<file path="config.mk">
export PLATFORM = sky130hd
export DESIGN_NAME = sbt_bit_time_arbiter
export DESIGN_NICKNAME = d
export VERILOG_FILES = /design/src/logic/sbt_pkg.sv /design/src/logic/sbt_tick_div.sv /design/src/logic/sbt_bit_time_arbiter.sv
export VERILOG_INCLUDE_DIRS = /design/src /design/src/logic
export SDC_FILE = /design/constraint.sdc
export NUM_CORES = 1
export LEC_CHECK = 0
export BUFFER_PORTS_ARGS = -buffer_cell sky130_fd_sc_hd__clkbuf_2
export CORE_MARGIN = 2
export CORE_UTILIZATION = 45
export CTS_CLUSTER_SIZE = 16
export DETAILED_ROUTE_END_ITERATION = 6
export GPL_TIMING_DRIVEN = 0
export HOLD_SLACK_MARGIN = 0.05
export PLACE_DENSITY = 0.75
export SLEW_MARGIN = 10
export SYNTH_ARGS = -nofsm -noshare
export SYNTH_HDL_FRONTEND = slang
export SYNTH_SLANG_ARGS = --single-unit
</file>
<file path="constraint.sdc">
create_clock -name aclk -period 1.8 [get_ports aclk]
set_input_delay 0.36 -clock aclk [delete_from_list [all_inputs] [get_ports aclk]]
set_output_delay 0.36 -clock aclk [all_outputs]
set_load 0.01 [all_outputs]
</file>
<file path="src/logic/sbt_map.svh">
`ifndef SBT_MAP_SVH
`define SBT_MAP_SVH

// ************************************************************
// Register byte offsets
// ************************************************************
`define SBT_OFS_CTRL        8'h00
`define SBT_OFS_COUNT_LOW   8'h04
`define SBT_OFS_IRQ_STATUS  8'h08
`define SBT_OFS_IRQ_CLEAR   8'h0C
`define SBT_OFS_IRQ_ENABLE  8'h10

// ************************************************************
// Control register bit positions
// ************************************************************
`define SBT_CTRL_CNT_MSB    0
`define SBT_CTRL_FINISHED   1
`define SBT_CTRL_RUNNING    2
`define SBT_CTRL_MODE_LO    3
`define SBT_CTRL_MODE_HI    4
`define SBT_CTRL_OVERFLOW   5
`define SBT_CTRL_LOST       6
`define SBT_CTRL_CLK_SEL    7
`define SBT_CTRL_RESET      8'h00

// ************************************************************
// Interrupt bit positions
// ************************************************************
`define SBT_IRQ_FINISHED    0
`define SBT_IRQ_OVERFLOW    1
`define SBT_IRQ_LOST        2
`define SBT_IRQ_RESET       3'h0

// ************************************************************
// Counter timing
// ************************************************************
`define SBT_BUS_DIV_LAST    2'h3
`define SBT_PRESC_DIV_LAST  2'h1
`define SBT_ARB_THR_BUS     9'h038
`define SBT_ARB_THR_PRESC   9'h008
`define SBT_CNT_MAX         9'h1FF
`define SBT_CNT_ZERO        9'h000

// ************************************************************
// Bus answers
// ************************************************************
`define SBT_RESP_OKAY       2'h0
`define SBT_RESP_DECERR     2'h3

`endif

</file>
<file path="src/logic/sbt_pkg.sv">
package sbt_pkg;

    typedef enum logic [4:0] {
        ST_IDLE  = 5'b0_0001,
        ST_WAIT  = 5'b0_0010,
        ST_COUNT = 5'b0_0100,
        ST_DONE  = 5'b0_1000,
        ST_ARB   = 5'b1_0000
    } sbt_state_e;

    typedef enum logic [1:0] {
        MODE_OFF     = 2'h0,
        MODE_MEASURE = 2'h1,
        MODE_ARB     = 2'h2,
        MODE_ALT     = 2'h3
    } sbt_mode_e;

    typedef struct packed {
        logic      clk_sel;
        sbt_mode_e mode;
    } sbt_ctrl_s;

    typedef struct packed {
        logic lost;
        logic ovf;
        logic fin;
    } sbt_evt_s;

endpackage : sbt_pkg

</file>
<file path="src/logic/sbt_tick_div.sv">
`include "sbt_map.svh"

// Counter time base: bus clock / 4, or prescaler tick / 2
module sbt_tick_div (
    input  wire logic aclk,
    input  wire logic aresetn,
    input  wire logic clk_en,
    input  wire logic restart,
    input  wire logic clk_sel,
    input  wire logic presc_tick,
    output wire logic tick
);

    logic [1:0] div_reg;
    logic [1:0] div_next;
    wire        src_pulse;
    wire  [1:0] div_last;

    assign src_pulse = clk_en & (clk_sel ? presc_tick : 1'b1);
    assign div_last  = clk_sel ? `SBT_PRESC_DIV_LAST : `SBT_BUS_DIV_LAST;
    assign tick      = src_pulse & ~restart & (div_reg == div_last);

    always_comb begin
        div_next = div_reg;
        if (restart) begin
            div_next = 2'h0;
        end else if (src_pulse) begin
            div_next = tick ? 2'h0 : div_reg + 2'h1;
        end
    end

    always_ff @(posedge aclk) begin
        if (!aresetn) begin
            div_reg <= 2'h0;
        end else if (clk_en) begin
            div_reg <= div_next;
        end
    end

endmodule // sbt_tick_div

</file>
<file path="src/logic/sbt_bit_time_arbiter.sv">
`include "sbt_map.svh"

module sbt_bit_time_arbiter (
    input  wire logic        aclk,
    input  wire logic        aresetn,
    input  wire logic        clk_en,
    input  wire logic [7:0]  s_axi_awaddr,
    input  wire logic        s_axi_awvalid,
    output wire logic        s_axi_awready,
    input  wire logic [31:0] s_axi_wdata,
    input  wire logic [3:0]  s_axi_wstrb,
    input  wire logic        s_axi_wvalid,
    output wire logic        s_axi_wready,
    output logic      [1:0]  s_axi_bresp,
    output logic             s_axi_bvalid,
    input  wire logic        s_axi_bready,
    input  wire logic [7:0]  s_axi_araddr,
    input  wire logic        s_axi_arvalid,
    output wire logic        s_axi_arready,
    output logic      [31:0] s_axi_rdata,
    output logic      [1:0]  s_axi_rresp,
    output logic             s_axi_rvalid,
    input  wire logic        s_axi_rready,
    input  wire logic        rxd_pin,
    input  wire logic        transmitter_internal_out,
    input  wire logic        presc_tick,
    output wire logic        txd_pin,
    output wire logic        irq
);

    // ************************************************************
    // Declarations
    // ************************************************************
    sbt_pkg::sbt_ctrl_s  ctrl_reg;
    sbt_pkg::sbt_ctrl_s  ctrl_next;
    sbt_pkg::sbt_state_e state_reg;
    sbt_pkg::sbt_state_e state_next;
    sbt_pkg::sbt_state_e start_state;
    sbt_pkg::sbt_evt_s   stat_reg;
    sbt_pkg::sbt_evt_s   stat_next;
    sbt_pkg::sbt_evt_s   en_reg;
    sbt_pkg::sbt_evt_s   evt_set;
    sbt_pkg::sbt_evt_s   clr_mask;
    logic [8:0]          cnt_reg;
    logic [8:0]          cnt_next;
    logic                ovf_reg;
    logic                ovf_next;
    logic                fin_reg;
    logic                fin_next;
    logic                lost_reg;
    logic                lost_next;
    logic                arb_act_reg;
    logic                arb_act_next;
    logic                rx_meta_reg;
    logic                rx_sync_reg;
    logic                rx_prev_reg;
    logic                tx_prev_reg;
    logic                aw_held_reg;
    logic                w_held_reg;
    logic [7:0]          awaddr_reg;
    logic [31:0]         wdata_reg;
    logic [3:0]          wstrb_reg;
    logic [31:0]         rd_mux;
    logic                rd_hit;
    logic                wr_hit;

    // ************************************************************
    // Pin edges and bus decode
    // ************************************************************
    wire rx_fall   = clk_en & rx_prev_reg & ~rx_sync_reg;
    wire rx_rise   = clk_en & ~rx_prev_reg & rx_sync_reg;
    wire tx_rise   = clk_en & ~tx_prev_reg & transmitter_internal_out;

    wire aw_take   = s_axi_awvalid & s_axi_awready;
    wire w_take    = s_axi_wvalid & s_axi_wready;
    wire ar_take   = s_axi_arvalid & s_axi_arready;
    wire wr_fire   = clk_en & aw_held_reg & w_held_reg & ~s_axi_bvalid;
    wire wr_lane0  = wr_fire & wstrb_reg[0];
    wire wr_ctrl   = wr_lane0 & (awaddr_reg == `SBT_OFS_CTRL);
    wire wr_clr    = wr_lane0 & (awaddr_reg == `SBT_OFS_IRQ_CLEAR);
    wire wr_en     = wr_lane0 & (awaddr_reg == `SBT_OFS_IRQ_ENABLE);

    assign s_axi_awready = clk_en & ~aw_held_reg & ~s_axi_bvalid;
    assign s_axi_wready  = clk_en & ~w_held_reg & ~s_axi_bvalid;
    assign s_axi_arready = clk_en & ~s_axi_rvalid;

    // ************************************************************
    // Counter time base and counting conditions
    // ************************************************************
    wire       tick;
    wire       in_count  = (state_reg == sbt_pkg::ST_COUNT);
    wire       in_arb    = (state_reg == sbt_pkg::ST_ARB);
    wire [8:0] arb_thr   = ctrl_reg.clk_sel ? `SBT_ARB_THR_PRESC : `SBT_ARB_THR_BUS;
    wire [8:0] arb_thr_m1 = arb_thr - 9'h001;
    wire       cnt_en    = tick & ~wr_ctrl & (in_count | (in_arb & arb_act_reg & ~tx_rise));
    wire       cnt_full  = (cnt_reg == `SBT_CNT_MAX);
    // Sampled on the tick that lands on the threshold
    wire       arb_sample = cnt_en & in_arb & (cnt_reg == arb_thr_m1);
    wire       meas_start = ctrl_reg.clk_sel ? (clk_en & ~rx_sync_reg) : rx_fall;
    wire       meas_stop  = ctrl_reg.clk_sel ? rx_rise : rx_fall;
    // Restarting the divider keeps the first count a full period long
    wire       div_restart = wr_ctrl | (in_arb & tx_rise) |
                             ((state_reg == sbt_pkg::ST_WAIT) & meas_start);

    sbt_tick_div u_tick_div (
        .aclk       (aclk),
        .aresetn    (aresetn),
        .clk_en     (clk_en),
        .restart    (div_restart),
        .clk_sel    (ctrl_reg.clk_sel),
        .presc_tick (presc_tick),
        .tick       (tick)
    );

    // ************************************************************
    // Counter, flags and mode sequencing
    // ************************************************************
    wire [1:0] wd_mode = {wdata_reg[`SBT_CTRL_MODE_HI], wdata_reg[`SBT_CTRL_MODE_LO]};

    assign start_state = (wd_mode == sbt_pkg::MODE_OFF) ? sbt_pkg::ST_IDLE :
                         (wd_mode == sbt_pkg::MODE_ARB) ? sbt_pkg::ST_ARB  : sbt_pkg::ST_WAIT;

    always_comb begin
        ctrl_next    = ctrl_reg;
        state_next   = state_reg;
        cnt_next     = cnt_reg;
        ovf_next     = ovf_reg;
        fin_next     = fin_reg;
        lost_next    = lost_reg;
        arb_act_next = arb_act_reg;
        if (wr_ctrl) begin
            ctrl_next.clk_sel = wdata_reg[`SBT_CTRL_CLK_SEL];
            ctrl_next.mode    = sbt_pkg::sbt_mode_e'(wd_mode);
            state_next        = start_state;
            cnt_next          = `SBT_CNT_ZERO;
            ovf_next          = 1'b0;
            fin_next          = 1'b0;
            lost_next         = 1'b0;
            arb_act_next      = 1'b0;
        end else begin
            if (cnt_en) begin
                if (cnt_full) begin
                    ovf_next = 1'b1;
                end else begin
                    cnt_next = cnt_reg + 9'h001;
                end
            end
            case (state_reg)
                sbt_pkg::ST_IDLE: begin
                    cnt_next = `SBT_CNT_ZERO;
                end
                sbt_pkg::ST_WAIT: begin
                    if (meas_start) begin
                        state_next = sbt_pkg::ST_COUNT;
                    end
                end
                sbt_pkg::ST_COUNT: begin
                    if (meas_stop) begin
                        state_next = sbt_pkg::ST_DONE;
                        fin_next   = 1'b1;
                    end
                end
                sbt_pkg::ST_DONE: begin
                    fin_next = 1'b1;
                end
                sbt_pkg::ST_ARB: begin
                    if (tx_rise) begin
                        cnt_next     = `SBT_CNT_ZERO;
                        arb_act_next = 1'b1;
                    end
                    if (arb_sample && !rx_sync_reg) begin
                        lost_next = 1'b1;
                    end
                end
                default: begin
                    state_next = sbt_pkg::ST_IDLE;
                end
            endcase
        end
    end

    // ************************************************************
    // Interrupt status: a new event beats a clear in the same cycle
    // ************************************************************
    assign evt_set.fin  = fin_next & ~fin_reg & clk_en;
    assign evt_set.ovf  = ovf_next & ~ovf_reg & clk_en;
    assign evt_set.lost = lost_next & ~lost_reg & clk_en;
    assign clr_mask     = wr_clr ? sbt_pkg::sbt_evt_s'(wdata_reg[2:0]) : sbt_pkg::sbt_evt_s'(3'h0);
    assign stat_next    = (stat_reg & ~clr_mask) | evt_set;
    assign irq          = |(stat_reg & en_reg);

    // Losing arbitration parks the line recessive
    assign txd_pin = lost_reg | transmitter_internal_out;

    // ************************************************************
    // Read data selection
    // ************************************************************
    always_comb begin
        rd_mux = 32'h0000_0000;
        rd_hit = 1'b1;
        case (s_axi_araddr)
            `SBT_OFS_CTRL: begin
                rd_mux[`SBT_CTRL_CNT_MSB]  = cnt_reg[8];
                rd_mux[`SBT_CTRL_FINISHED] = fin_reg;
                rd_mux[`SBT_CTRL_RUNNING]  = in_count;
                rd_mux[`SBT_CTRL_MODE_LO]  = ctrl_reg.mode[0];
                rd_mux[`SBT_CTRL_MODE_HI]  = ctrl_reg.mode[1];
                rd_mux[`SBT_CTRL_OVERFLOW] = ovf_reg;
                rd_mux[`SBT_CTRL_LOST]     = lost_reg;
                rd_mux[`SBT_CTRL_CLK_SEL]  = ctrl_reg.clk_sel;
            end
            `SBT_OFS_COUNT_LOW:  rd_mux[7:0] = cnt_reg[7:0];
            `SBT_OFS_IRQ_STATUS: rd_mux[2:0] = stat_reg;
            `SBT_OFS_IRQ_CLEAR:  rd_mux      = 32'h0000_0000;
            `SBT_OFS_IRQ_ENABLE: rd_mux[2:0] = en_reg;
            default:             rd_hit      = 1'b0;
        endcase
    end

    assign wr_hit = (awaddr_reg == `SBT_OFS_CTRL) | (awaddr_reg == `SBT_OFS_COUNT_LOW) |
                    (awaddr_reg == `SBT_OFS_IRQ_STATUS) | (awaddr_reg == `SBT_OFS_IRQ_CLEAR) |
                    (awaddr_reg == `SBT_OFS_IRQ_ENABLE);

    // ************************************************************
    // Registers
    // ************************************************************
    always_ff @(posedge aclk) begin
        if (!aresetn) begin
            rx_meta_reg <= 1'b1;
            rx_sync_reg <= 1'b1;
            rx_prev_reg <= 1'b1;
            tx_prev_reg <= 1'b1;
        end else if (clk_en) begin
            rx_meta_reg <= rxd_pin;
            rx_sync_reg <= rx_meta_reg;
            rx_prev_reg <= rx_sync_reg;
            tx_prev_reg <= transmitter_internal_out;
        end
    end

    always_ff @(posedge aclk) begin
        if (!aresetn) begin
            ctrl_reg    <= sbt_pkg::sbt_ctrl_s'(3'h0);
            state_reg   <= sbt_pkg::ST_IDLE;
            cnt_reg     <= `SBT_CNT_ZERO;
            ovf_reg     <= 1'b0;
            fin_reg     <= 1'b0;
            lost_reg    <= 1'b0;
            arb_act_reg <= 1'b0;
            stat_reg    <= `SBT_IRQ_RESET;
            en_reg      <= `SBT_IRQ_RESET;
        end else if (clk_en) begin
            ctrl_reg    <= ctrl_next;
            state_reg   <= state_next;
            cnt_reg     <= cnt_next;
            ovf_reg     <= ovf_next;
            fin_reg     <= fin_next;
            lost_reg    <= lost_next;
            arb_act_reg <= arb_act_next;
            stat_reg    <= stat_next;
            if (wr_en) begin
                en_reg <= sbt_pkg::sbt_evt_s'(wdata_reg[2:0]);
            end
        end
    end

    always_ff @(posedge aclk) begin
        if (!aresetn) begin
            aw_held_reg  <= 1'b0;
            w_held_reg   <= 1'b0;
            awaddr_reg   <= 8'h00;
            wdata_reg    <= 32'h0000_0000;
            wstrb_reg    <= 4'h0;
            s_axi_bvalid <= 1'b0;
            s_axi_bresp  <= `SBT_RESP_OKAY;
        end else if (clk_en) begin
            if (aw_take) begin
                aw_held_reg <= 1'b1;
                awaddr_reg  <= s_axi_awaddr;
            end
            if (w_take) begin
                w_held_reg <= 1'b1;
                wdata_reg  <= s_axi_wdata;
                wstrb_reg  <= s_axi_wstrb;
            end
            if (wr_fire) begin
                aw_held_reg  <= 1'b0;
                w_held_reg   <= 1'b0;
                s_axi_bvalid <= 1'b1;
                s_axi_bresp  <= wr_hit ? `SBT_RESP_OKAY : `SBT_RESP_DECERR;
            end else if (s_axi_bready) begin
                s_axi_bvalid <= 1'b0;
            end
        end
    end

    always_ff @(posedge aclk) begin
        if (!aresetn) begin
            s_axi_rvalid <= 1'b0;
            s_axi_rdata  <= 32'h0000_0000;
            s_axi_rresp  <= `SBT_RESP_OKAY;
        end else if (clk_en) begin
            if (ar_take) begin
                s_axi_rvalid <= 1'b1;
                s_axi_rdata  <= rd_mux;
                s_axi_rresp  <= rd_hit ? `SBT_RESP_OKAY : `SBT_RESP_DECERR;
            end else if (s_axi_rready) begin
                s_axi_rvalid <= 1'b0;
            end
        end
    end
endmodule // sbt_bit_time_arbiter

</file>
==> results of run 1 <==
[through the flow]
| step | total power [mW] | hold WS (ns) | util (%) | setup slack, ns |
|---|---|---|---|---|
| floorplan | 1.651 | 0.4259 | - | -0.08433 |
| global placement | 1.737 | 0.4381 | 52.66 | -0.5226 |
| detailed placement | 1.745 | 0.4486 | 52.66 | -0.5813 |
| CTS | 2.847 | 0.2105 | 57.09 | -0.2223 |
| global route | 2.960 | 0.2229 | 59.13 | -0.2782 |
| finish | 2.835 | 0.2198 | 59.13 | -0.1961 |
[metal layers]
layer  up-vias  wire [um]
met5         -          0
met4         0        186
met3        27        775
met2       177       4112
met1      1494       3669
li1       1604          -
[cell usage in the layout (no fill, tap or decap), drive strengths merged, types with 7 or more instances in the layout]
master,Yosys,final
a21oi,28,28
a31oi,7,7
and2,10,11
buf,32,50
clkbuf,17,73
conb,1,24
dfxtp,62,62
inv,11,11
mux2i,20,20
nand2,66,66
nand3,21,21
nor2,37,37
nor2b,10,10
nor3,7,7
o21ai,20,20
[synth_stat cells (all sizes together), types with 2 or more instances]
| library cell | count |
|---|---|
| or3 | 2 |
| nand2b | 5 |
| nand4b | 3 |
| nor3 | 7 |
| and4b | 2 |
| or4b | 2 |
| o31a | 2 |
| a41oi | 3 |
| or4 | 5 |
| nand4 | 6 |
| o2bb2ai | 2 |
| a22oi | 3 |
| a31oi | 7 |
| nor2 | 37 |
| mux2i | 20 |
| o21ai | 20 |
| and3 | 6 |
| a211oi | 2 |
| dfxtp | 62 |
| nor2b | 10 |
| nand3 | 21 |
| and2 | 10 |
| clkbuf | 17 |
| nor4 | 4 |
| a21oi | 28 |
| buf | 32 |
| nand2 | 66 |
| o22ai | 2 |
| nand3b | 2 |
| inv | 11 |
[critical path: stages, from the launching register on]
cell and delay, ns:
dfxtp_2 0.34, nor4_4 0.35, nand4b_4 0.18, or4_4 0.48, or4_1 0.41, o21ai_1 0.09
a2111o_1 0.10
[logic make-up (layout without fill, tap and decap cells)]
kind of cell | Yosys count | count (layout) | synth area share, %
adder cells (fa/ha/maj) | 1 | 1 | 0.3796
other | 1 | 24 | 0.1138
flip-flops | 62 | 62 | 37.66
AO/OA/AOI/OAI | 79 | 79 | 15.15
buffers and inverters | 60 | 141 | 10.02
AND/OR/NAND/NOR | 191 | 192 | 30.26
multiplexers | 21 | 21 | 6.416
[layout make-up]
type                            instances  area [um2]  area share, %
Buffer                                 44       276.5          6.517
Clock buffer                            9       123.9          2.919
Clock inverter                          7       51.30          1.209
Inverter                               11       41.29         0.9732
Multi-Input combinational cell        317        1971          46.45
Sequential cell                        62        1250          29.46
Tap cell                               99       123.9          2.919
Timing Repair Buffer                   70       405.4          9.555
[what timing repair did]
item	CTS	global route
endpoints found under the setup margin	40	49
gates resized for setup	23	24
pin swaps	10	9
hold buffers	0	0
setup buffers	11	8
cloned	0	1
[power by group through the flow]
stage | Sequential (mW) | Clock (mW) | Combinational, mW
finish | 1.43 | 1.10 | 0.301
CTS | 1.43 | 1.12 | 0.294
global route | 1.44 | 1.19 | 0.334
floorplan | 1.46 | 0 | 0.193
detailed placement | 1.46 | 0 | 0.282
global placement | 1.46 | 0 | 0.275
[path summary, 6_finish.rpt]
kind | start | slack [ns] | endpoint
worst max-delay path | awaddr_reg[6] | -0.20 | state_reg[0]
worst min-delay path | s_axi_awaddr[6] | 0.22 | awaddr_reg[6]
worst max register to register | awaddr_reg[6] | -0.20 | state_reg[0]
worst min register to register | s_axi_rdata[0] | 0.46 | s_axi_rdata[0]
==> results.md, run 1 <==
- STA classifies the critical path endpoint as a flip-flop.
- The worst hold path belongs to the class input pin to flip-flop.
- The number of placed I/O pins is 106.
- Cells with a size suffix above 1 make up between 30% and 40% of the layout.
- The total number of vias is 3302.
- For this configuration, the core starts out at a cell density of 45.93%.
- The number of antenna violations at the first check in global routing is 0.
- The kind of launch point of the worst setup path is a flip-flop.
- The clock network fraction of design power is 38.8%.
- In this run the tightest slew margin relative to its limit is 52.85%.
- The hold violation total from the final report came to 0.
- The clock period minus worst slack is 1.996 ns.
- The met3 global-route usage is slightly below 6%.
- The combined area of all synthesized cells is 3296 um2.
- For this design, the sink count on the clock tree is between 60 and 70.
- The half-perimeter wire length after detailed placement is 6158 um.
- The biggest fanout along the worst timing path is 4.
- The cell-internal power is 2.039 mW.
- The flow ran to the end, but the final reports show violations.
- Counting along the longest clock path gives a buffer depth of 2.
- The final instance count without filler cells is 619.
- The worst path arrival time is between 2 and 2.5 ns.
- The placeable core area is about 7200 um2.
- The number of max-capacitance violations reported is 0.
- For this run, the detailed router's first-pass iteration total came to 6.
- Global routing finished with a remaining overflow of 0.
- The setup-violating endpoint count in the final report is 18.
- In the synthesized netlist the dominant register cell turns out to be dfxtp_1.
- The total power per unit cell area is 668.2 nW/um2.
- The number of flip-flops in the largest register is 9.
- The number of global-route vias before repair is 2941.
- The synthesized area divided by synthesized cell count is 7.941 um2.
- The repair_antennas step left the layout with diodes totalling 0.
- After the first detailed-routing iteration, the DRC count stood at approximately 240.
- Setup repair after global routing could not meet its margin everywhere.
- The portion of synthesized cell area occupied by the leading cell type is between 30% and 40%.
- In this run the number of H-tree levels came out at 3.
- For met2 alone, demand over resource in global routing was 36.23%.
- At the later pin of the worst-skew pair, clock insertion delay measures between 0.3 and 0.4 ns.
- The final reports fail on negative setup slack.
- In the routed design, unresolved DRC markers number 0.
- The die area is approximately 8000 um2.
- Summed over all nets, the switching power comes to between 700 and 800 uW.
- The biggest area contributor in the post-synthesis netlist is dfxtp_1.
- The fraction of synthesis flops using an asynchronous set or reset pin is 0%.
- The required time of the critical path is 2.10 ns.
- The switching part of the total power is 28.07%.
- The max-slew violation count is 0.
- The placement-stage cell area is 3779 um2.
- In this run the core area contains 31 standard-cell rows.
- From synthesis to final layout, the design area changed by 28.74%.
- The number of cells on the worst reg-to-reg path is 6.
- The clock root buffer is clkbuf_8.
- The met1 demand-to-capacity share in global routing is 28.40%.
- In this run, distinct cell masters in the synthesized netlist total 54.
- The combinational share of power is approximately a tenth.
- The filler cell count in the final layout is around 660.
- The die height is 89.58 um.
- After routing the design area is 4243 um2.
- The cell count of the worst hold path is 3.
- The total instance count after detailed placement is ~590.
- The horizontal die dimension is 89.58 um.
- The via density per instance is 5.334.
- The number of enable-type register cells in the synthesized netlist is 0.
- Yosys printed 0 warnings.
- Per report_power, the sequential group accounts for 50.6% of the total.
- At the end of routability-driven placement, the weighted congestion stood at 0.8944.
- The count of buffers added on input and output ports is 51.
- Between clock sinks in the finished design, the worst skew comes to approximately 0.010 ns.
- In the post-route analysis, the smallest setup slack over all paths is -0.1961 ns.
- The count of nets left with antenna violations once routing finished came out at 0.
- By area the synthesized netlist is led by dfxtp_1 38%, nand2_1 7.5%, buf_4 6.2%.
- The worst path uses 110.9% of the clock period.
- The mean routed wirelength per cell is roughly 14 um.
- The total negative slack for setup checks is -1.929 ns.
- The most used routing layer is met2.
- Across every metal layer, demand over resource in global routing totals 22.24%.
- In this run the static leakage power is about 1.8 nW.
- At the pin with the least slew margin, the transition time is 0.7073 ns.
- For this block, the routed nets add up to 8743 um of wire.
- The total number of nets in the final design is approximately 580.
- The wire length of the first global-routing pass is 13660 um.
- The critical path is of the flip-flop to flip-flop type.
- TritonCTS built the clock tree.
- The number of instances in the synthesized netlist is 415.
- The largest vdd supply drop is ~0.4 mV.
- The clock transition time at the flip-flop clock pins of the worst setup and hold paths is 0.07 ns.
- For this run, the top clock speed supported by timing is 501.0 MHz.
- The number of storage elements in the synthesis netlist is 62.
- Of the synthesized area, sequential elements account for 37.66%.
- Entering global routing, the biggest net connects 13 pins.
- TritonCTS created 9 clock buffers.
Power figures use the tool's default switching activity.
==> run 2, diff against run 1 <==
--- a/config.mk
+++ b/config.mk
@@ -14,6 +14,7 @@
 export GPL_TIMING_DRIVEN = 0
 export HOLD_SLACK_MARGIN = 0.05
 export PLACE_DENSITY = 0.75
+export SKIP_CTS_REPAIR_TIMING = 1
 export SLEW_MARGIN = 10
 export SYNTH_ARGS = -nofsm -noshare
 export SYNTH_HDL_FRONTEND = slang
==> run 2 against run 1 <==
  * The run still ends with negative setup slack left
  * Sequential power about the same
  * Die area stayed put
  * Via count is essentially flat
  * Largest power group unchanged
  * Critical endpoint is now stat_reg[2]
  * Highest routed layer unchanged
  * Utilization is 0.68 points lower
  * Hold slack gained 0.00061 ns
  * Total power down 0.19%
  * Register-to-register slack worse by 0.095 ns
  * Non-clock buffer count unchanged
  * Setup slack worse by 0.095 ns
  * Critical path depth up 2
  * Cell area is 1.2% lower
==> results.md, run 2 (synthesis gave the netlist of run 1 again) <==
- The number of sinks on the clock net came to 62 (unchanged).
- The most common cell after layout, fill and taps aside is nand2_1.
- The wire length on met3 is 683 um (-12%).
- The run finished, with violations left.
- The mean routed wirelength per cell is 13.97 um (-1.1%).
- The via density per instance is 5.341 (+0.13%).
- The largest vdd supply drop was 0.3874 mV (-2.4%).
- The total overflow reported by the global router is 0 (unchanged).
- The level count of the clock H-tree came to 3 (unchanged).
- The hold violation total from the final report is 0 (unchanged).
- The final design utilization came to 58.45% (-0.68 points).
- The fmax is 478.2 MHz (-4.5%).
- The starting utilization of the core area is 45.93% (unchanged).
- The die area is 8025 um2 (unchanged).
- The placement-stage cell area is 3779 um2 (unchanged).
- The top cell types in the final layout, fill and taps aside, are 65 x nand2_1, 57 x dfxtp_1, 52 x clkbuf_2.
- The number of buffers inserted during clock tree synthesis is 9 (unchanged).
- The cell leakage power is 1.800 nW (+0.90%).
- The cell family contributing the most delay on the critical path is simple AND/OR/NAND/NOR gates.
- The worst-case clock buffer depth is 2 (unchanged).
- The number of max-capacitance violations reported was 0 (unchanged).
- The total length of routed met2 wires was 4051 um (-1.5%).
- The clock root buffer is clkbuf_8.
- The number of global-route vias before repair was 2908 (-1.1%).
- The clock tree from TritonCTS is done.
- The initial DRC count is 249 (+4.2%).
- The clock transition time at the flip-flop clock pins of the worst setup and hold paths is 0.08 ns (about the same).
- The horizontal die dimension is 89.58 um (unchanged).
- The slowest library cell on the worst path is dfxtp_1.
- The area used by sequential logic in the layout was 1247 um2 (-0.20%).
- Setup repair after global routing could not meet its margin everywhere.
- The clock period minus worst slack is 2.091 ns (+0.09513 ns).
- The worst path arrival time is 2.39 ns (+0.09 ns).
- The final weighted congestion in routability-driven placement is 0.8944 (unchanged).
- The kind of critical path is flip-flop to flip-flop.
- The slew at the pin closest to its max-slew limit is 0.7175 ns (+0.01015 ns).
- The element type at the critical path end is a flip-flop.
- The total number of vias is 3301 (-0.030%).
- The layout-stage area growth over the synthesis result is 27.26%.
- The number of flip-flops in the largest register is 9 (unchanged).
- The number of placed I/O pins is 106 (unchanged).
- The final reports fail on negative setup slack.
- The biggest fanout along the worst timing path is 6 (+2).
- The total number of nets in the final design is 578 (-0.17%).
- The number of standard-cell rows in the floorplan was 31 (unchanged).
- The total negative slack for setup checks came to -3.387 ns (-1.457 ns).
- The wire length the detailed router placed on met1 is 3592 um (-2.1%).
- The worst path buffer plus inverter count is 2 (+2).
- Signal routing reaches up to met4.
- The number of antenna violations at the first check in global routing is 0 (unchanged).
- The setup slack of the critical path after layout was -0.2912 ns (-0.09513 ns).
- The required time of the critical path is 2.10 ns (about the same).
- The area of all placed cells without fillers came to 4194 um2 (-1.2%).
- The total power per unit cell area is 674.7 nW/um2 (+0.98%).
- The worst stage delay on the critical path came to 0.39 ns (-0.09 ns).
- The number of detailed-routing iterations run before antenna repair is 6 (unchanged).
- The power after layout is 2.830 mW (-0.19%).
- The die height is 89.58 um (unchanged).
- The fraction of final layout cells sized beyond drive strength 1 is 29.87% (-2.1 points).
- The total wire length after detailed routing is 8634 um (-1.2%).
- The latest clock arrival within the worst-skew pair is 0.35 ns (about the same).
- The largest net degree at the start of global routing is 13 (unchanged).
- The worst slew margin relative to its limit is 52.17% (-0.68 points).
- The footprint of the multi-input gates is 1929 um2 (-2.1%).
- STA classifies the critical path startpoint as a flip-flop.
- The overall global routing resource usage is 21.73% (-0.51 points).
- The half-perimeter wire length after detailed placement came to 6158 um (unchanged).
- The port buffer count was 51 (unchanged).
- The wire length of the first global-routing pass was 13360 um (-2.2%).
- The setup-violating endpoint count in the final report is 24 (+6).
- The worst-case clock skew is 0.01257 ns (+0.002114 ns).
- The number of inserted diodes is 0 (unchanged).
- The post-detailed-route count of antenna-violating nets is 0 (unchanged).
- The tightest min-delay check is of the input pin to flip-flop type.
- The filler cell count in the final layout was 674 (+2.6%).
- The number of remaining DRC errors is 0 (unchanged).
- The share of the clock period used by the worst path was 116.2% (+5.3 points).
- The max-slew violation count is 0 (unchanged).
- Walking the worst path, the cells encountered are nor4_4 > nand4_1 > a211oi_4 > buf_4 > buf_4 > nand4_1 > o2bb2ai_1 > and2_1.
- The placeable core area was 7176 um2 (unchanged).
## run 2: changes by cell type in the layout (fill, tap and decap cells not counted), moves of 2 or more
| cell | delta |
|---|---|
| a21oi_2 | -2 |
| dfxtp_1 | +2 |
| nand2_1 | +2 |
| a21oi_1 | +2 |
| dfxtp_2 | -2 |
## run 2: report_power, final
group	switching (mW)	total [mW]	leakage [nW]	internal (mW)
Clock	0.601	1.10	0.0852	0.500
Sequential	0.0320	1.43	0.504	1.40
Combinational	0.162	0.294	1.21	0.132
## run 2: worst min-delay path, cell delays in order
cell      delay (ns)
clkbuf_2        0.08
nand2_1         0.05
a21oi_1         0.05
## run 2: path summary, 6_finish.rpt
| kind | startpoint | endpoint | slack, ns | cells after the start |
|---|---|---|---|---|
| worst max-delay path | state_reg[3] | stat_reg[2] | -0.29 | 8 |
| worst min-delay path | s_axi_awaddr[6] | awaddr_reg[6] | 0.22 | 3 |
| worst max register to register | state_reg[3] | stat_reg[2] | -0.29 | 8 |
| worst min register to register | s_axi_rdata[0] | s_axi_rdata[0] | 0.46 | 2 |
## run 2: routing by layer
metal  GRT usage, %  up-vias
li1               -     1602
met1          28.23     1487
met2          34.89      178
met3          5.027       34
met4          8.684        0
met5              0        -
## run 2: metrics by stage
| step | setup slack (ns) | cells | hold slack (ns) |
|---|---|---|---|
| after floorplan | -0.08433 | 438 | 0.4259 |
| after global placement | -0.5226 | 588 | 0.4381 |
| after detailed placement | -0.5813 | 588 | 0.4486 |
| after CTS | -0.3942 | 604 | 0.2105 |
| after global routing | -0.3347 | 618 | 0.2255 |
| final | -0.2912 | 618 | 0.2204 |
## run 2: layout make-up
type	instances	share of cell area (%)
Buffer	44	6.563
Inverter	11	0.9845
Timing Repair Buffer	70	9.576
Multi-Input combinational cell	316	46.00
Sequential cell	62	29.74
Clock inverter	7	1.223
Tap cell	99	2.953
Clock buffer	9	2.953
==> run 3, diff against run 2 <==
--- a/config.mk
+++ b/config.mk
@@ -6,6 +6,7 @@
 export SDC_FILE = /design/constraint.sdc
 export NUM_CORES = 1
 export LEC_CHECK = 0
+export ABC_AREA = 1
 export BUFFER_PORTS_ARGS = -buffer_cell sky130_fd_sc_hd__clkbuf_2
 export CORE_MARGIN = 2
 export CORE_UTILIZATION = 45
@@ -13,7 +14,7 @@
 export DETAILED_ROUTE_END_ITERATION = 6
 export GPL_TIMING_DRIVEN = 0
 export HOLD_SLACK_MARGIN = 0.05
-export PLACE_DENSITY = 0.75
+export PLACE_DENSITY = 0.72
 export SKIP_CTS_REPAIR_TIMING = 1
 export SLEW_MARGIN = 10
 export SYNTH_ARGS = -nofsm -noshare
==> constraint.sdc (replaced) <==
create_clock -name aclk -period 2 [get_ports aclk]
set_input_delay 0.4 -clock aclk [delete_from_list [all_inputs] [get_ports aclk]]
set_output_delay 0.4 -clock aclk [all_outputs]
set_load 0.01 [all_outputs]
==> run 3 against run 2 <==
  * Final cell count is 5.0% higher
  * Largest cell class unchanged
  * Clock skew is 0.0054 ns lower
  * Die area is 2.4% lower
  * The run now ends clean
  * Global-route usage is 0.32 points lower
  * First-iteration DRC count is 32% lower
==> results.md, run 3 <==
- The run finished with clean final reports.
- The overall global routing resource usage is 21.41% (-0.32 points).
- The filler cell count in the final layout is 707 (+4.9%).
- The start point of the critical path is cnt_reg[0].
- The combinational share of power is 16.6% (+6.2 points).
- The fraction of synthesis flops using an asynchronous set or reset pin was 0% (unchanged).
- The biggest fanout along the worst timing path is 7 (+1).
- The setup-violating endpoint count in the final report came to 0 (-100%).
- The worst slew margin relative to its limit is 59.24% (+7.1 points).
- The horizontal die dimension was 88.50 um (-1.2%).
- The number of enable-type register cells in the synthesized netlist was 0 (unchanged).
- The sequential-to-total area share from yosys stat was 38.63% (+0.97 points).
- The total wire length after detailed routing is 7923 um (-8.2%).
- The number of placed I/O pins was 106 (unchanged).
- The worst-case clock buffer depth is 2 (unchanged).
- The final weighted congestion in routability-driven placement is 0.9060 (+1.3%).
- The most common cell after layout, fill and taps aside is nand2_1.
- Walking the worst path, the cells encountered are ha_1 > nand2_1 > inv_1 > nand2_1 > inv_1 > nand3_1 > nor2_4 > nand2_4 > nand2_2 > inv_1 > nand2_1 > nand2_1 > nand2_1 > nor2_1.
- The number of sinks on the clock net is 62 (unchanged).
- The cell leakage power came to 1.802 nW (about the same).
- The required time of the critical path is 2.25 ns (+0.15 ns).
- The clock transition time at the flip-flop clock pins of the worst setup and hold paths is 0.06 ns (-0.02 ns).
- The distinct cell type count of the synthesized netlist was 40 (-26%).
- The die area came to 7832 um2 (-2.4%).
- The layout-stage area growth over the synthesis result is 20.37%.
- The slew at the pin closest to its max-slew limit was 0.6114 ns (-0.1061 ns).
- The number of max-capacitance violations reported is 0 (unchanged).
- The starting utilization of the core area is 46.78% (+0.85 points).
- The portion of synthesized cell area occupied by the leading cell type is 38.63% (+0.97 points).
- The count of synthesis-stage warnings from yosys is 0 (unchanged).
- The number of storage elements in the synthesis netlist came to 62 (unchanged).
- The die height is 88.50 um (-1.2%).
- Setup repair after global routing left no endpoint under its margin.
- The switching part of the total power is 28.54% (+0.43 points).
- The initial DRC count is 169 (-32%).
- The worst register-to-register path ends at cnt_reg[2].
- The via density per instance is 4.945 (-7.4%).
- The total number of nets in the final design was 613 (+6.1%).
- The critical path in this run is classified as flip-flop to flip-flop.
- The max-slew violation count is 0 (unchanged).
- The synthesized area divided by synthesized cell count is 6.940 um2 (-13%).
- The total negative slack for setup checks is 0 ns (+3.387 ns).
- The number of standard-cell rows in the floorplan is 30 (-3.2%).
- The number of global-route vias before repair is 2858 (-1.7%).
- The number of cells on the worst reg-to-reg path is 14 (+6).
- The port buffer count came to 52 (+2.0%).
- The clock period minus worst slack is 1.881 ns (-0.2104 ns).
- The number of detailed-routing iterations run before antenna repair is 5 (-1).
- The final design utilization is 56.30% (-2.1 points).
- Ranked by total cell area, the synthesized netlist is headed by dfxtp_1 39%, nand2_1 9.9%, nor2_1 7.5%.
- The placeable core area was 6869 um2 (-4.3%).
- The library cells used most frequently in the layout, excluding fill and tap cells, are 84 x nand2_1, 63 x nor2_1, 60 x dfxtp_1.
- The number of inserted diodes is 0 (unchanged).
- By instance count, the cell type seen most on the critical path is nand2_1.
- The level count of the clock H-tree is 3 (unchanged).
- The kind of launch point of the worst setup path is a flip-flop.
- The net switching component of the power is 791.2 uW (-0.54%).
- By count the netlist is led by 85 x nand2_1, 64 x nor2_1, 62 x dfxtp_1.
- The largest individual stage delay along the critical path comes from the cell dfxtp_4.
- The post-detailed-route count of antenna-violating nets was 0 (unchanged).
- The clock tree from TritonCTS is done.
- The wire length of the first global-routing pass was 12850 um (-3.8%).
- The tree is rooted in a clkbuf_8.
- The fmax was 531.7 MHz (+11%).
- The fraction of final layout cells sized beyond drive strength 1 came to 21.88% (-8.0 points).
- The path type of the worst min-delay path is input pin to flip-flop.
- The largest vdd supply drop came to 0.5924 mV (+53%).
- The timing endpoint of the critical path is cnt_reg[2].
- The startpoint identified for the worst register-to-register timing path is cnt_reg[0].
- The number of antenna violations at the first check in global routing is 0 (unchanged).
- The latest clock arrival within the worst-skew pair is 0.35 ns (about the same).
- Of all cell types, the one taking the most synthesized area is dfxtp_1.
- The footprint of the multi-input gates is 1619 um2 (-16%).
- The number of remaining DRC errors is 0 (unchanged).
- The share of the clock period used by the worst path is 94.04% (-22 points).
- The total overflow reported by the global router was 0 (unchanged).
- The clock network fraction of design power was 35.2% (-3.7 points).
- The number of buffers inserted during clock tree synthesis is 9 (unchanged).
- The mean routed wirelength per cell came to 12.21 um (-13%).
- Among all cell types in the netlist, the one instantiated most often is nand2_1.
- The worst path arrival time is 2.13 ns (-0.26 ns).
- The prevailing post-synth register cell is dfxtp_1.
- The area used by sequential logic in the layout was 1246 um2 (-0.10%).
- STA classifies the critical path endpoint as a flip-flop.
- The total power per unit cell area is 716.7 nW/um2 (+6.2%).
- The worst stage delay on the critical path is 0.39 ns (about the same).
- The largest net degree at the start of global routing is 11 (-2).
- The number of instances in the synthesized netlist is 463 (+12%).
- The cell-internal power came to 1.981 mW (-2.6%).
- The combined area of all synthesized cells is 3213 um2 (-2.5%).
- The half-perimeter wire length after detailed placement is 6041 um (-1.9%).
- The number of flip-flops in the largest register is 9 (unchanged).
- The register-to-register setup slack is 0.12 ns (+0.41 ns).
- The worst-case clock skew came to 0.007210 ns (-0.005364 ns).
- The total number of vias is 3209 (-2.8%).
- The sequential cell fraction of total power is 48.2% (-2.5 points).
- The hold violation total from the final report was 0 (unchanged).
run 3: metrics by stage:
| stage | total power [mW] | area, um2 | setup slack [ns] | cells | hold WS [ns] |
|---|---|---|---|---|---|
| 2_1_floorplan | 1.687 | 3299 | 0.3319 | 486 | 0.4292 |
| 3_3_place_gp | 1.807 | 3680 | 0.05650 | 634 | 0.4400 |
| 3_5_place_dp | 1.817 | 3680 | -0.008751 | 634 | 0.4566 |
| 4_1_cts | 2.783 | 3847 | -0.02766 | 649 | 0.2660 |
| 5_1_grt | 2.926 | 3867 | 0.005264 | 649 | 0.2785 |
| 6_report | 2.772 | 3867 | 0.1192 | 649 | 0.2785 |
run 3: cell families (layout without fill, tap and decap cells):
family,Yosys count,count (layout),synth area share [%]
buffers and inverters,89,156,14.14
flip-flops,62,62,38.63
AO/OA/AOI/OAI,102,102,17.60
other,1,24,0.1167
XOR/XNOR,1,1,0.2726
AND/OR/NAND/NOR,207,207,28.86
adder cells (fa/ha/maj),1,1,0.3893
run 3: power by group through the flow:
| stage | sequential [mW] | clock (mW) | combinational (mW) |
|---|---|---|---|
| after floorplan | 1.36 | 0 | 0.326 |
| after global placement | 1.36 | 0 | 0.445 |
| after detailed placement | 1.36 | 0 | 0.452 |
| after CTS | 1.34 | 0.992 | 0.454 |
| after global routing | 1.34 | 1.06 | 0.522 |
| final | 1.34 | 0.976 | 0.460 |
run 3: layer usage:
metal | GRT usage [%] | up-vias | wire length, um
met2 | 36.77 | 124 | 3800
met4 | 6.474 | 0 | 121
met5 | 0 | - | 0
met3 | 7.369 | 14 | 598
li1 | - | 1637 | -
met1 | 25.26 | 1434 | 3403
run 3: worst min path at each step:
stage	from	end	slack, ns	depth (start not counted)
after floorplan	rx_meta_reg	rx_meta_reg	0.43	2
after global placement	tx_prev_reg	tx_prev_reg	0.44	2
after detailed placement	tx_prev_reg	tx_prev_reg	0.46	2
after CTS	rxd_pin	rx_meta_reg	0.27	3
after global routing	rxd_pin	rx_meta_reg	0.28	3
final	rxd_pin	rx_meta_reg	0.28	3
run 3: worst max-delay path, delay by kind of cell (launching register included):
kind / cells / cell delay [ns]
buffers and inverters: 3 / 0.27
DFF: 1 / 0.39
and+or+nand+nor: 10 / 0.95
adders and majority gates: 1 / 0.17
run 3: layout make-up:
class	count	share of cell area, %
clock buffers	14	4.206
inverters	52	5.112
clock inverters	1	0.1294
well taps	96	3.106
plain buffers	37	6.632
multi-input cells	335	41.86
flip-flops and latches	62	32.22
repair buffers	52	6.729
